===== src/ebc_pkg.sv =====
// Shared constants of the EEPROM byte access controller.
package ebc_pkg;

	// ------------------------------------------------------------
	// Device register map in the processor I/O space
	// ------------------------------------------------------------
	localparam logic [1:0] IO_ADDRESS = 2'h0;
	localparam logic [1:0] IO_DATA    = 2'h1;
	localparam logic [1:0] IO_CONTROL = 2'h2;

	// Control register fields.
	localparam int CTL_READ_STROBE  = 0;
	localparam int CTL_WRITE_STROBE = 1;
	localparam int CTL_MASTER_WE    = 2;
	localparam int CTL_READY_IRQ_EN = 3;
	localparam int CTL_MODE_LSB     = 4;

	// ------------------------------------------------------------
	// Storage and programming modes
	// ------------------------------------------------------------
	localparam int NV_BYTES  = 64;
	localparam int NV_ADDR_W = 6;
	localparam logic [1:0] MODE_ERASE_WRITE = 2'h0;
	localparam logic [1:0] MODE_ERASE_ONLY  = 2'h1;
	localparam logic [1:0] MODE_WRITE_ONLY  = 2'h2;
	localparam logic [1:0] MODE_RESERVED    = 2'h3;
	localparam logic [7:0] ERASED_BYTE      = 8'hFF;

	// ------------------------------------------------------------
	// Timing
	// ------------------------------------------------------------
	localparam logic [2:0] READ_STALL_CYCLES  = 3'h4;
	localparam logic [2:0] WRITE_STALL_CYCLES = 3'h2;
	localparam logic [2:0] MASTER_WE_CYCLES   = 3'h4;
	localparam int ERASE_WRITE_TIME_US = 3400;
	localparam int SPLIT_TIME_US       = 1800;
	localparam int OSC_FREQ_KHZ        = 8000;
	localparam int TICK_W              = 16;
	localparam int ERASE_WRITE_TICKS   = ERASE_WRITE_TIME_US * OSC_FREQ_KHZ / 1000;
	localparam int SPLIT_TICKS         = SPLIT_TIME_US * OSC_FREQ_KHZ / 1000;

	// ------------------------------------------------------------
	// Controller registers on AXI4-Lite (byte addresses)
	// ------------------------------------------------------------
	localparam logic [4:0] AXI_COMMAND   = 5'h00;
	localparam logic [4:0] AXI_RESULT    = 5'h04;
	localparam logic [4:0] AXI_IRQ_STAT  = 5'h08;
	localparam logic [4:0] AXI_IRQ_MASK  = 5'h0C;
	localparam logic [4:0] AXI_CONTROL   = 5'h10;
	localparam int CMD_IO_ADDR_LSB = 8;
	localparam int CMD_READ_BIT    = 10;
	localparam int RES_BUSY_BIT    = 8;
	localparam int EV_DONE         = 0;
	localparam int EV_READY        = 1;
	localparam logic [1:0] RESP_OKAY   = 2'h0;
	localparam logic [1:0] RESP_SLVERR = 2'h2;

endpackage : ebc_pkg


===== src/ebc_io_if.sv =====
// Processor I/O port between the controller core end and the EEPROM device end.
interface ebc_io_if;
	logic [1:0] io_addr;
	logic       io_wr;
	logic       io_rd;
	logic [7:0] io_wdata;
	logic [7:0] io_rdata;
	logic       stall;
	logic       irq;
	logic       global_irq_en;

	modport dev (
		input  io_addr, io_wr, io_rd, io_wdata, global_irq_en,
		output io_rdata, stall, irq
	);
	modport core (
		output io_addr, io_wr, io_rd, io_wdata, global_irq_en,
		input  io_rdata, stall, irq
	);
endinterface : ebc_io_if


===== src/ebc_host.sv =====
// Processor-side end: AXI4-Lite registers drive accesses on the I/O port.
//
// Local design decisions: the register addresses and register access over AXI4-Lite.
module ebc_host
	import ebc_pkg::*;
(
	// Clock and reset
	input  wire logic        aclk,
	input  wire logic        aresetn,
	// AXI4-Lite slave
	input  wire logic [4:0]  s_axi_awaddr,
	input  wire logic        s_axi_awvalid,
	output logic             s_axi_awready,
	input  wire logic [31:0] s_axi_wdata,
	input  wire logic [3:0]  s_axi_wstrb,
	input  wire logic        s_axi_wvalid,
	output logic             s_axi_wready,
	output logic [1:0]       s_axi_bresp,
	output logic             s_axi_bvalid,
	input  wire logic        s_axi_bready,
	input  wire logic [4:0]  s_axi_araddr,
	input  wire logic        s_axi_arvalid,
	output logic             s_axi_arready,
	output logic [31:0]      s_axi_rdata,
	output logic [1:0]       s_axi_rresp,
	output logic             s_axi_rvalid,
	input  wire logic        s_axi_rready,
	// Interrupt
	output logic             irq,
	// Device I/O port
	ebc_io_if.core           io
);

	typedef enum logic [1:0] {
		ST_IDLE  = 2'b00,
		ST_ISSUE = 2'b01,
		ST_WAIT  = 2'b10
	} ebc_host_fsm_type;

	typedef struct packed {
		ebc_host_fsm_type fsm;
		logic             aw_ok;
		logic [4:0]       aw_addr;
		logic             w_ok;
		logic [31:0]      w_data;
		logic             w_strb0;
		logic             bvalid;
		logic [1:0]       bresp;
		logic             rvalid;
		logic [31:0]      rdata;
		logic [1:0]       rresp;
		logic [1:0]       io_addr;
		logic             io_wr;
		logic             io_rd;
		logic [7:0]       io_wdata;
		logic             is_read;
		logic [7:0]       result;
		logic [1:0]       stat;
		logic [1:0]       mask;
		logic             gie;
		logic             irq_prev;
		logic             irq;
	} ebc_host_state_type;

	ebc_host_state_type r_reg;
	ebc_host_state_type r_next;
	logic [1:0]         events;

	// ------------------------------------------------------------
	// Next state
	// ------------------------------------------------------------
	always_comb begin
		r_next = r_reg;
		events = 2'h0;
		r_next.io_wr = 1'b0;
		r_next.io_rd = 1'b0;
		r_next.irq_prev = io.irq;
		events[EV_READY] = io.irq & ~r_reg.irq_prev;

		if (s_axi_awvalid && !r_reg.aw_ok && !r_reg.bvalid) begin
			r_next.aw_ok   = 1'b1;
			r_next.aw_addr = s_axi_awaddr;
		end
		if (s_axi_wvalid && !r_reg.w_ok && !r_reg.bvalid) begin
			r_next.w_ok    = 1'b1;
			r_next.w_data  = s_axi_wdata;
			r_next.w_strb0 = s_axi_wstrb[0];
		end
		if (r_reg.bvalid && s_axi_bready) begin
			r_next.bvalid = 1'b0;
		end

		// Access sequencer: one pulse, then wait out the stall.
		case (r_reg.fsm)
			ST_ISSUE: begin
				r_next.fsm = ST_WAIT;
			end
			ST_WAIT: begin
				if (!io.stall) begin
					if (r_reg.is_read) begin
						r_next.result = io.io_rdata;
					end
					events[EV_DONE] = 1'b1;
					r_next.fsm = ST_IDLE;
				end
			end
			default: begin
				r_next.fsm = ST_IDLE;
			end
		endcase

		// Both halves present: perform the write and answer.
		if (r_reg.aw_ok && r_reg.w_ok) begin
			r_next.aw_ok  = 1'b0;
			r_next.w_ok   = 1'b0;
			r_next.bvalid = 1'b1;
			r_next.bresp  = RESP_OKAY;
			case (r_reg.aw_addr)
				AXI_COMMAND: begin
					if (r_reg.w_strb0 && r_reg.fsm == ST_IDLE) begin
						r_next.fsm      = ST_ISSUE;
						r_next.io_addr  = r_reg.w_data[CMD_IO_ADDR_LSB +: 2];
						r_next.is_read  = r_reg.w_data[CMD_READ_BIT];
						r_next.io_rd    = r_reg.w_data[CMD_READ_BIT];
						r_next.io_wr    = ~r_reg.w_data[CMD_READ_BIT];
						r_next.io_wdata = r_reg.w_data[7:0];
					end
				end
				AXI_IRQ_MASK: begin
					if (r_reg.w_strb0) r_next.mask = r_reg.w_data[1:0];
				end
				AXI_CONTROL: begin
					if (r_reg.w_strb0) r_next.gie = r_reg.w_data[0];
				end
				AXI_RESULT, AXI_IRQ_STAT: begin
					r_next.bresp = RESP_OKAY;
				end
				default: begin
					r_next.bresp = RESP_SLVERR;
				end
			endcase
		end

		if (r_reg.rvalid && s_axi_rready) begin
			r_next.rvalid = 1'b0;
		end
		r_next.stat = r_reg.stat | events;
		if (s_axi_arvalid && !r_reg.rvalid) begin
			r_next.rvalid = 1'b1;
			r_next.rresp  = RESP_OKAY;
			r_next.rdata  = 32'h0000_0000;
			case (s_axi_araddr)
				AXI_COMMAND: r_next.rdata = 32'h0000_0000;
				AXI_RESULT: begin
					r_next.rdata[7:0]          = r_reg.result;
					r_next.rdata[RES_BUSY_BIT] = (r_reg.fsm != ST_IDLE);
				end
				AXI_IRQ_STAT: begin
					r_next.rdata[1:0] = r_reg.stat;
					// Clearing on read; a same-cycle event still lands.
					r_next.stat = events;
				end
				AXI_IRQ_MASK: r_next.rdata[1:0] = r_reg.mask;
				AXI_CONTROL:  r_next.rdata[0]   = r_reg.gie;
				default:      r_next.rresp      = RESP_SLVERR;
			endcase
		end

		r_next.irq = |(r_next.stat & r_next.mask);

		if (!aresetn) begin
			r_next = '0;
			r_next.fsm = ST_IDLE;
		end
	end

	// ------------------------------------------------------------
	// Registers
	// ------------------------------------------------------------
	always_ff @(posedge aclk) begin
		r_reg <= r_next;
	end

	assign s_axi_awready    = ~r_reg.aw_ok & ~r_reg.bvalid;
	assign s_axi_wready     = ~r_reg.w_ok & ~r_reg.bvalid;
	assign s_axi_bvalid     = r_reg.bvalid;
	assign s_axi_bresp      = r_reg.bresp;
	assign s_axi_arready    = ~r_reg.rvalid;
	assign s_axi_rvalid     = r_reg.rvalid;
	assign s_axi_rdata      = r_reg.rdata;
	assign s_axi_rresp      = r_reg.rresp;
	assign irq              = r_reg.irq;
	assign io.io_addr       = r_reg.io_addr;
	assign io.io_wr         = r_reg.io_wr;
	assign io.io_rd         = r_reg.io_rd;
	assign io.io_wdata      = r_reg.io_wdata;
	assign io.global_irq_en = r_reg.gie;

endmodule : ebc_host


===== src/flat_wrapper.sv =====
// flat-port wrapper written by rule: the top's interface ports become plain ports
module ebc_host_flat import ebc_pkg::*;
  (aclk, aresetn, s_axi_awaddr, s_axi_awvalid, s_axi_awready, s_axi_wdata, s_axi_wstrb, s_axi_wvalid, s_axi_wready, s_axi_bresp, s_axi_bvalid, s_axi_bready, s_axi_araddr, s_axi_arvalid, s_axi_arready, s_axi_rdata, s_axi_rresp, s_axi_rvalid, s_axi_rready, irq, io_io_addr, io_io_wr, io_io_rd, io_io_wdata, io_global_irq_en, io_io_rdata, io_stall, io_irq);
  ebc_io_if io_i ();
  input  wire logic aclk;
  input  wire logic aresetn;
  input  wire logic [4:0] s_axi_awaddr;
  input  wire logic s_axi_awvalid;
  output logic s_axi_awready;
  input  wire logic [31:0] s_axi_wdata;
  input  wire logic [3:0] s_axi_wstrb;
  input  wire logic s_axi_wvalid;
  output logic s_axi_wready;
  output logic [1:0] s_axi_bresp;
  output logic s_axi_bvalid;
  input  wire logic s_axi_bready;
  input  wire logic [4:0] s_axi_araddr;
  input  wire logic s_axi_arvalid;
  output logic s_axi_arready;
  output logic [31:0] s_axi_rdata;
  output logic [1:0] s_axi_rresp;
  output logic s_axi_rvalid;
  input  wire logic s_axi_rready;
  output logic irq;
  output wire logic [$bits(io_i.io_addr)-1:0] io_io_addr;
  output wire logic [$bits(io_i.io_wr)-1:0] io_io_wr;
  output wire logic [$bits(io_i.io_rd)-1:0] io_io_rd;
  output wire logic [$bits(io_i.io_wdata)-1:0] io_io_wdata;
  output wire logic [$bits(io_i.global_irq_en)-1:0] io_global_irq_en;
  input wire logic [$bits(io_i.io_rdata)-1:0] io_io_rdata;
  input wire logic [$bits(io_i.stall)-1:0] io_stall;
  input wire logic [$bits(io_i.irq)-1:0] io_irq;
  assign io_io_addr = io_i.io_addr;
  assign io_io_wr = io_i.io_wr;
  assign io_io_rd = io_i.io_rd;
  assign io_io_wdata = io_i.io_wdata;
  assign io_global_irq_en = io_i.global_irq_en;
  assign io_i.io_rdata = io_io_rdata;
  assign io_i.stall = io_stall;
  assign io_i.irq = io_irq;
  ebc_host u_core (.aclk(aclk), .aresetn(aresetn), .s_axi_awaddr(s_axi_awaddr), .s_axi_awvalid(s_axi_awvalid), .s_axi_awready(s_axi_awready), .s_axi_wdata(s_axi_wdata), .s_axi_wstrb(s_axi_wstrb), .s_axi_wvalid(s_axi_wvalid), .s_axi_wready(s_axi_wready), .s_axi_bresp(s_axi_bresp), .s_axi_bvalid(s_axi_bvalid), .s_axi_bready(s_axi_bready), .s_axi_araddr(s_axi_araddr), .s_axi_arvalid(s_axi_arvalid), .s_axi_arready(s_axi_arready), .s_axi_rdata(s_axi_rdata), .s_axi_rresp(s_axi_rresp), .s_axi_rvalid(s_axi_rvalid), .s_axi_rready(s_axi_rready), .irq(irq), .io(io_i));
endmodule

===== config.mk =====
export PLATFORM = sky130hd
export DESIGN_NAME = ebc_host_flat
export DESIGN_NICKNAME = d
export VERILOG_FILES = /design/src/ebc_pkg.sv /design/src/ebc_io_if.sv /design/src/ebc_host.sv /design/src/flat_wrapper.sv
export SDC_FILE = /design/constraint.sdc
export NUM_CORES = 1
export LEC_CHECK = 0
export BUFFER_PORTS_ARGS = -buffer_cell sky130_fd_sc_hd__buf_2
export CAP_MARGIN = 5
export CORE_ASPECT_RATIO = 0.9
export CORE_MARGIN = 5
export CORE_UTILIZATION = 42
export DETAILED_ROUTE_END_ITERATION = 10
export GPL_ROUTABILITY_DRIVEN = 0
export MAX_ROUTING_LAYER = met4
export PLACE_DENSITY = 0.86
export SYNTH_ARGS = -nofsm -noshare
export SYNTH_HDL_FRONTEND = slang
export SYNTH_SLANG_ARGS = --single-unit

===== constraint.sdc =====
create_clock -name aclk -period 1.6 [get_ports aclk]
set_clock_uncertainty 0.1 [all_clocks]
set_input_delay 0.48 -clock aclk [delete_from_list [all_inputs] [get_ports aclk]]
set_output_delay 0.48 -clock aclk [all_outputs]
set_load 0.005 [all_outputs]

# Word-level counts from Yosys, hierarchy flattened

Cells that the tools add are included.

Register bits after elaboration: 64
Output and inout bits: 55
Logic and storage cells: 96

Equality and inequality tests: 10
Multiplexer cells: 24
Bitwise logic cells: 13
Reductions and logical operators: 27

Operators by type and width:

| cell                                                                   | count |
|---|---|
| 35-bit two-way mux                                                     | 1 |
| 5-bit by 4-bit equality test with 1-bit output (second input constant) | 4 |
| 2-bit two-way mux                                                      | 9 |
| 5-bit by 3-bit equality test with 1-bit output (second input constant) | 2 |
| 5-bit equality test (second input constant)                            | 2 |
| 5-bit zero test                                                        | 2 |
| 5-bit OR reduction                                                     | 2 |
| 1-bit logical AND                                                      | 9 |
| 3-bit two-way mux                                                      | 3 |
| 3-bit AND reduction                                                    | 3 |
| 1-bit inverter                                                         | 8 |
| 7-bit two-way mux                                                      | 1 |
| 1-bit two-way mux                                                      | 6 |
| 6-bit two-way mux                                                      | 1 |
| 2-bit nonzero test                                                     | 3 |
| 1-bit zero test                                                        | 4 |
| 1-bit case mux with 4 select lines                                     | 1 |
| 2-bit case mux with 2 select lines                                     | 1 |
| 4-bit AND reduction                                                    | 1 |
| 2-bit OR reduction                                                     | 2 |
| 1-bit bitwise AND                                                      | 3 |
| 1-bit case mux with 3 select lines                                     | 1 |
| 2-bit bitwise AND                                                      | 1 |
| 2-bit by 1-bit equality test with 1-bit output (second input constant) | 1 |
| other kinds (3)                                                        | 3 |

# Depth between registers and ports, before layout

Word-level depth: 7
Depth in mapped cells: 7

# Worst setup path before layout

No wires, ideal clock.

Path kind: input port to flip-flop
Start: in s_axi_araddr[1]
End: reg u_core.r_reg, in the netlist u_core.irq
Setup time: 127 ps
Arrival: 1,520 ps
Required time: 1,373 ps
Slack: -147 ps
Stages on the path: 4
Buffers on the path: 0
Path through: or4b_4 -> nor3b_1 -> o22a_1 -> o22ai_1

Longest elaborated chain between the ends: 5

RTL lines:

| item                                           | line               | text |
|---|---|---|
| start: declaration                             | flat_wrapper.sv:17 | `input wire logic [4:0] s_axi_araddr;` |
| 5-bit by 4-bit equality test with 1-bit output | ebc_host.sv:152    | `case (s_axi_araddr)` |
| 2-bit two-way mux                              | ebc_host.sv:152    |  |
| 2-bit two-way mux                              | ebc_host.sv:148    | `if (s_axi_arvalid && !r_reg.rvalid) begin` |
| 2-bit bitwise AND                              | ebc_host.sv:169    | `r_next.irq = \|(r_next.stat & r_next.mask);` |
| 2-bit OR reduction                             | ebc_host.sv:169    |  |
| end signal: assignment                         | ebc_host.sv:181    | `r_reg <= r_next;` |
| end: declaration                               | ebc_host.sv:65     | `ebc_host_state_type r_reg;` |

Every way passes these cells.
A chain may end at the register's enable or synchronous reset.

# Final worst setup path

Start: reg u_core.r_reg, in the netlist u_core.s_axi_rvalid
End: reg u_core.r_reg, in the netlist u_core.s_axi_rdata[8]

Longest elaborated chain between the ends: 2

RTL lines:

| item              | line |
|---|---|
| 1-bit zero test   | ebc_host.sv:148 |
| 1-bit logical AND | ebc_host.sv:148 |

Every way passes these cells.

==> out/results.txt <==
outcome: finished, violations left
failing checks: negative setup slack
largest family of logic cells by synthesized area: simple AND/OR/NAND/NOR gates
max reg flops: 35
average size of a mapped cell: 8.93 µm²
Startpoint Class: flip-flop
GRT Resource Usage Total: 0.151
Switch Pwr: 795 µW
Cell Chain, Critical Path: or4b_4 > nor4b_4 > buf_6 > nand2b_1 > a21oi_1
die height: 85.3 µm
FF+latch count, synth: 62
Setup-failing EPs final: 2
Synth area leader: dfxtp_1
top cells by area, synth: dfxtp_1, buf_4, nand2_1, a21oi_1, a22o_1
CTS Sinks: 62
placed cells: 436
vias in the first global route: 2,074
Post-DRT Antenna Nets: 0
antenna violations before repair: 0
Nets: 426
Compound-Gate Fraction of Synth Area: 0.131
post-synth top area share: 0.469
DP HPWL: 4.29 mm
Pre-Repair DR Iteration Count: 4
sequential share of power: 0.489
Final Hold Viols: 0
gr ovfl total: 0
fillers: 533
synthesized cell area: 2640 µm²
Root Buffer: clkbuf_8
Num CTS Buffers: 9
post-synthesis mux area share: 0.0388
vias per cell: 4.56
critical path's slowest cell: or4b_4
cells after synthesis: 296
Setup WS post-layout: -21.6 ps
most common cell after layout, fill and taps aside: buf_2
clock slew seen by the registers of the worst setup and hold paths: 70 ps
XOR/XNOR Fraction of Synth Area: 0
max_cap viols: 0
VDD IR max: 0.548 mV
total wire length: 5.69 mm
Yosys Warn Count: 0
CTS tree: done
slowest stage delay, CP: 530 ps
switch share: 0.239
f_max: 617 MHz
Internal Pwr Total: 2520 µW
Slew Limit Fails: 0
Synth Area in Simple Gates: 0.184
required time of the critical path: 1760 ps
Initial Util: 0.432
Die Footprint: 7980 µm²
post-route setup TNS: -27.4 ps
Period Utilization, post-route: 1.01
DRT iter0 DRCs: 120
share of cells above drive strength 1: 0.342
routed via count: 2,059
Logic pwr share: 0.087
clock power share: 0.424
most frequent cells in the layout: buf_2, dfxtp_1, nand2_1
Hold Crit Class: primary input to flip-flop
Die W: 93.6 µm
first-pass GRT wire length: 9.21 mm
Area Overhead vs Synth: 21.8%
IO Count: 118
diodes inserted: 0
clock tree buffer depth: 2
PD cells: 1030 nW/µm²
Leak: 0.00146 µW
adder-cell share of the synthesized area: 0.0142
Cell Rows: 27
CP arrival: 1780 ps
H-tree levels: 3
# DRC: 0
Final Critical Period: 1620 ps
Cell variety after synth: 35
critical path class: flip-flop to flip-flop
sequential share of the synthesized area: 0.469
DR WL/cell: 12.6 µm
Setup crit end kind: flip-flop
critical-path maximum fanout: 7
clk_lat worst skew: 330 ps
core area: 6110 µm²
Post-Route Utilization: 0.526
RSZ-0062 raised after global routing: true
non-filler cells, final: 452
largest net degree at the start of global routing: 23
buffers added on ports: 68
cells in the mapped netlist, drive strengths merged:
cell     n
nor2    21
nor2b    3
inv      7
or4b     1
and3     3
mux2i    8
or3      1
nor4     1
clkbuf  11
clkinv   1
and4     1
o22a     1
nor4b    1
a22oi    8
a31o     1
nand3   10
and2     4
o21a     1
nand4b   1
o22ai    1
mux2     2
a22o    11
buf     48
or2b     1
a21oi   28
nand2b   4
a41o     1
nor3b    1
ha       3
o211ai   1
dfxtp   62
nand2   43
nor3     4
conb     1
area by class of cell:
class | count | area, µm² | share of cell area
tap | 87 | 109 | 0.0338
clock buffer | 11 | 151 | 0.0470
sequential | 62 | 1250 | 0.387
clock inverter | 5 | 57.6 | 0.0179
multi-input combinational | 191 | 1120 | 0.348
timing repair buffer | 88 | 505 | 0.157
inverter | 8 | 30.0 | 0.00933
power groups by stage:
stage / logic (µW) / clock network [µW] / registers (µW)
finish: 289 / 1410 / 1620
global placement: 265 / 0 / 1650
CTS: 281 / 1440 / 1620
floorplan: 193 / 0 / 1650
detailed placement: 274 / 0 / 1650
global route: 323 / 1510 / 1630
critical path: cells and delay by family, from the launching register on:
kind                   cells  cell delay (ps)
AOI/OAI and AO/OA          1              130
and+or+nand+nor            3              830
DFF                        1              320
buffers and inverters      1              160
path summary, 6_finish.rpt:
path	from	endpoint	slack, ps	depth (start not counted)
worst max register to register	u_core.s_axi_rvalid	u_core.s_axi_rdata[8]	-20	5
worst min register to register	u_core.r_reg[14]	u_core.r_reg[14]	360	2
worst min-delay path	io_irq	u_core.r_reg[1]	260	3
worst max-delay path	u_core.s_axi_rvalid	u_core.s_axi_rdata[8]	-20	5
logic make-up (layout without fill, tap and decap cells):
| group | count (synthesis) | in the layout |
|---|---|---|
| buffers and inverters | 67 | 112 |
| adders and majority gates | 3 | 3 |
| and+or+nand+nor | 100 | 100 |
| DFF | 62 | 62 |
| muxes | 10 | 10 |
| AOI/OAI and AO/OA | 53 | 53 |
| other | 1 | 25 |
per-layer routing:
metal  up-vias  track usage  share of wire
li1       1051            -              -
met1       942        0.169           0.43
met2        56        0.245           0.49
met3        10       0.0470          0.053
met4         0       0.0669          0.020
met5         -            -              0
through the flow:
stage | total power, µW | hold slack, ps | worst slack, ps | instance area (µm²)
3_3_place_gp | 1910 | 343 | -322 | 2940
2_1_floorplan | 1840 | 332 | -146 | 2730
3_5_place_dp | 1920 | 346 | -354 | 2940
4_1_cts | 3340 | 243 | -36.1 | 3170
6_report | 3320 | 255 | -21.6 | 3220
5_1_grt | 3460 | 249 | -85.9 | 3220
what timing repair did:
action                     in CTS  in global routing
buffers inserted                0                  1
pin swaps                       4                  6
setup endpoints to repair      23                 36
resized for setup               8                 15
hold buffers                    0                  0
Note: power is estimated with default switching activity, not from simulation.
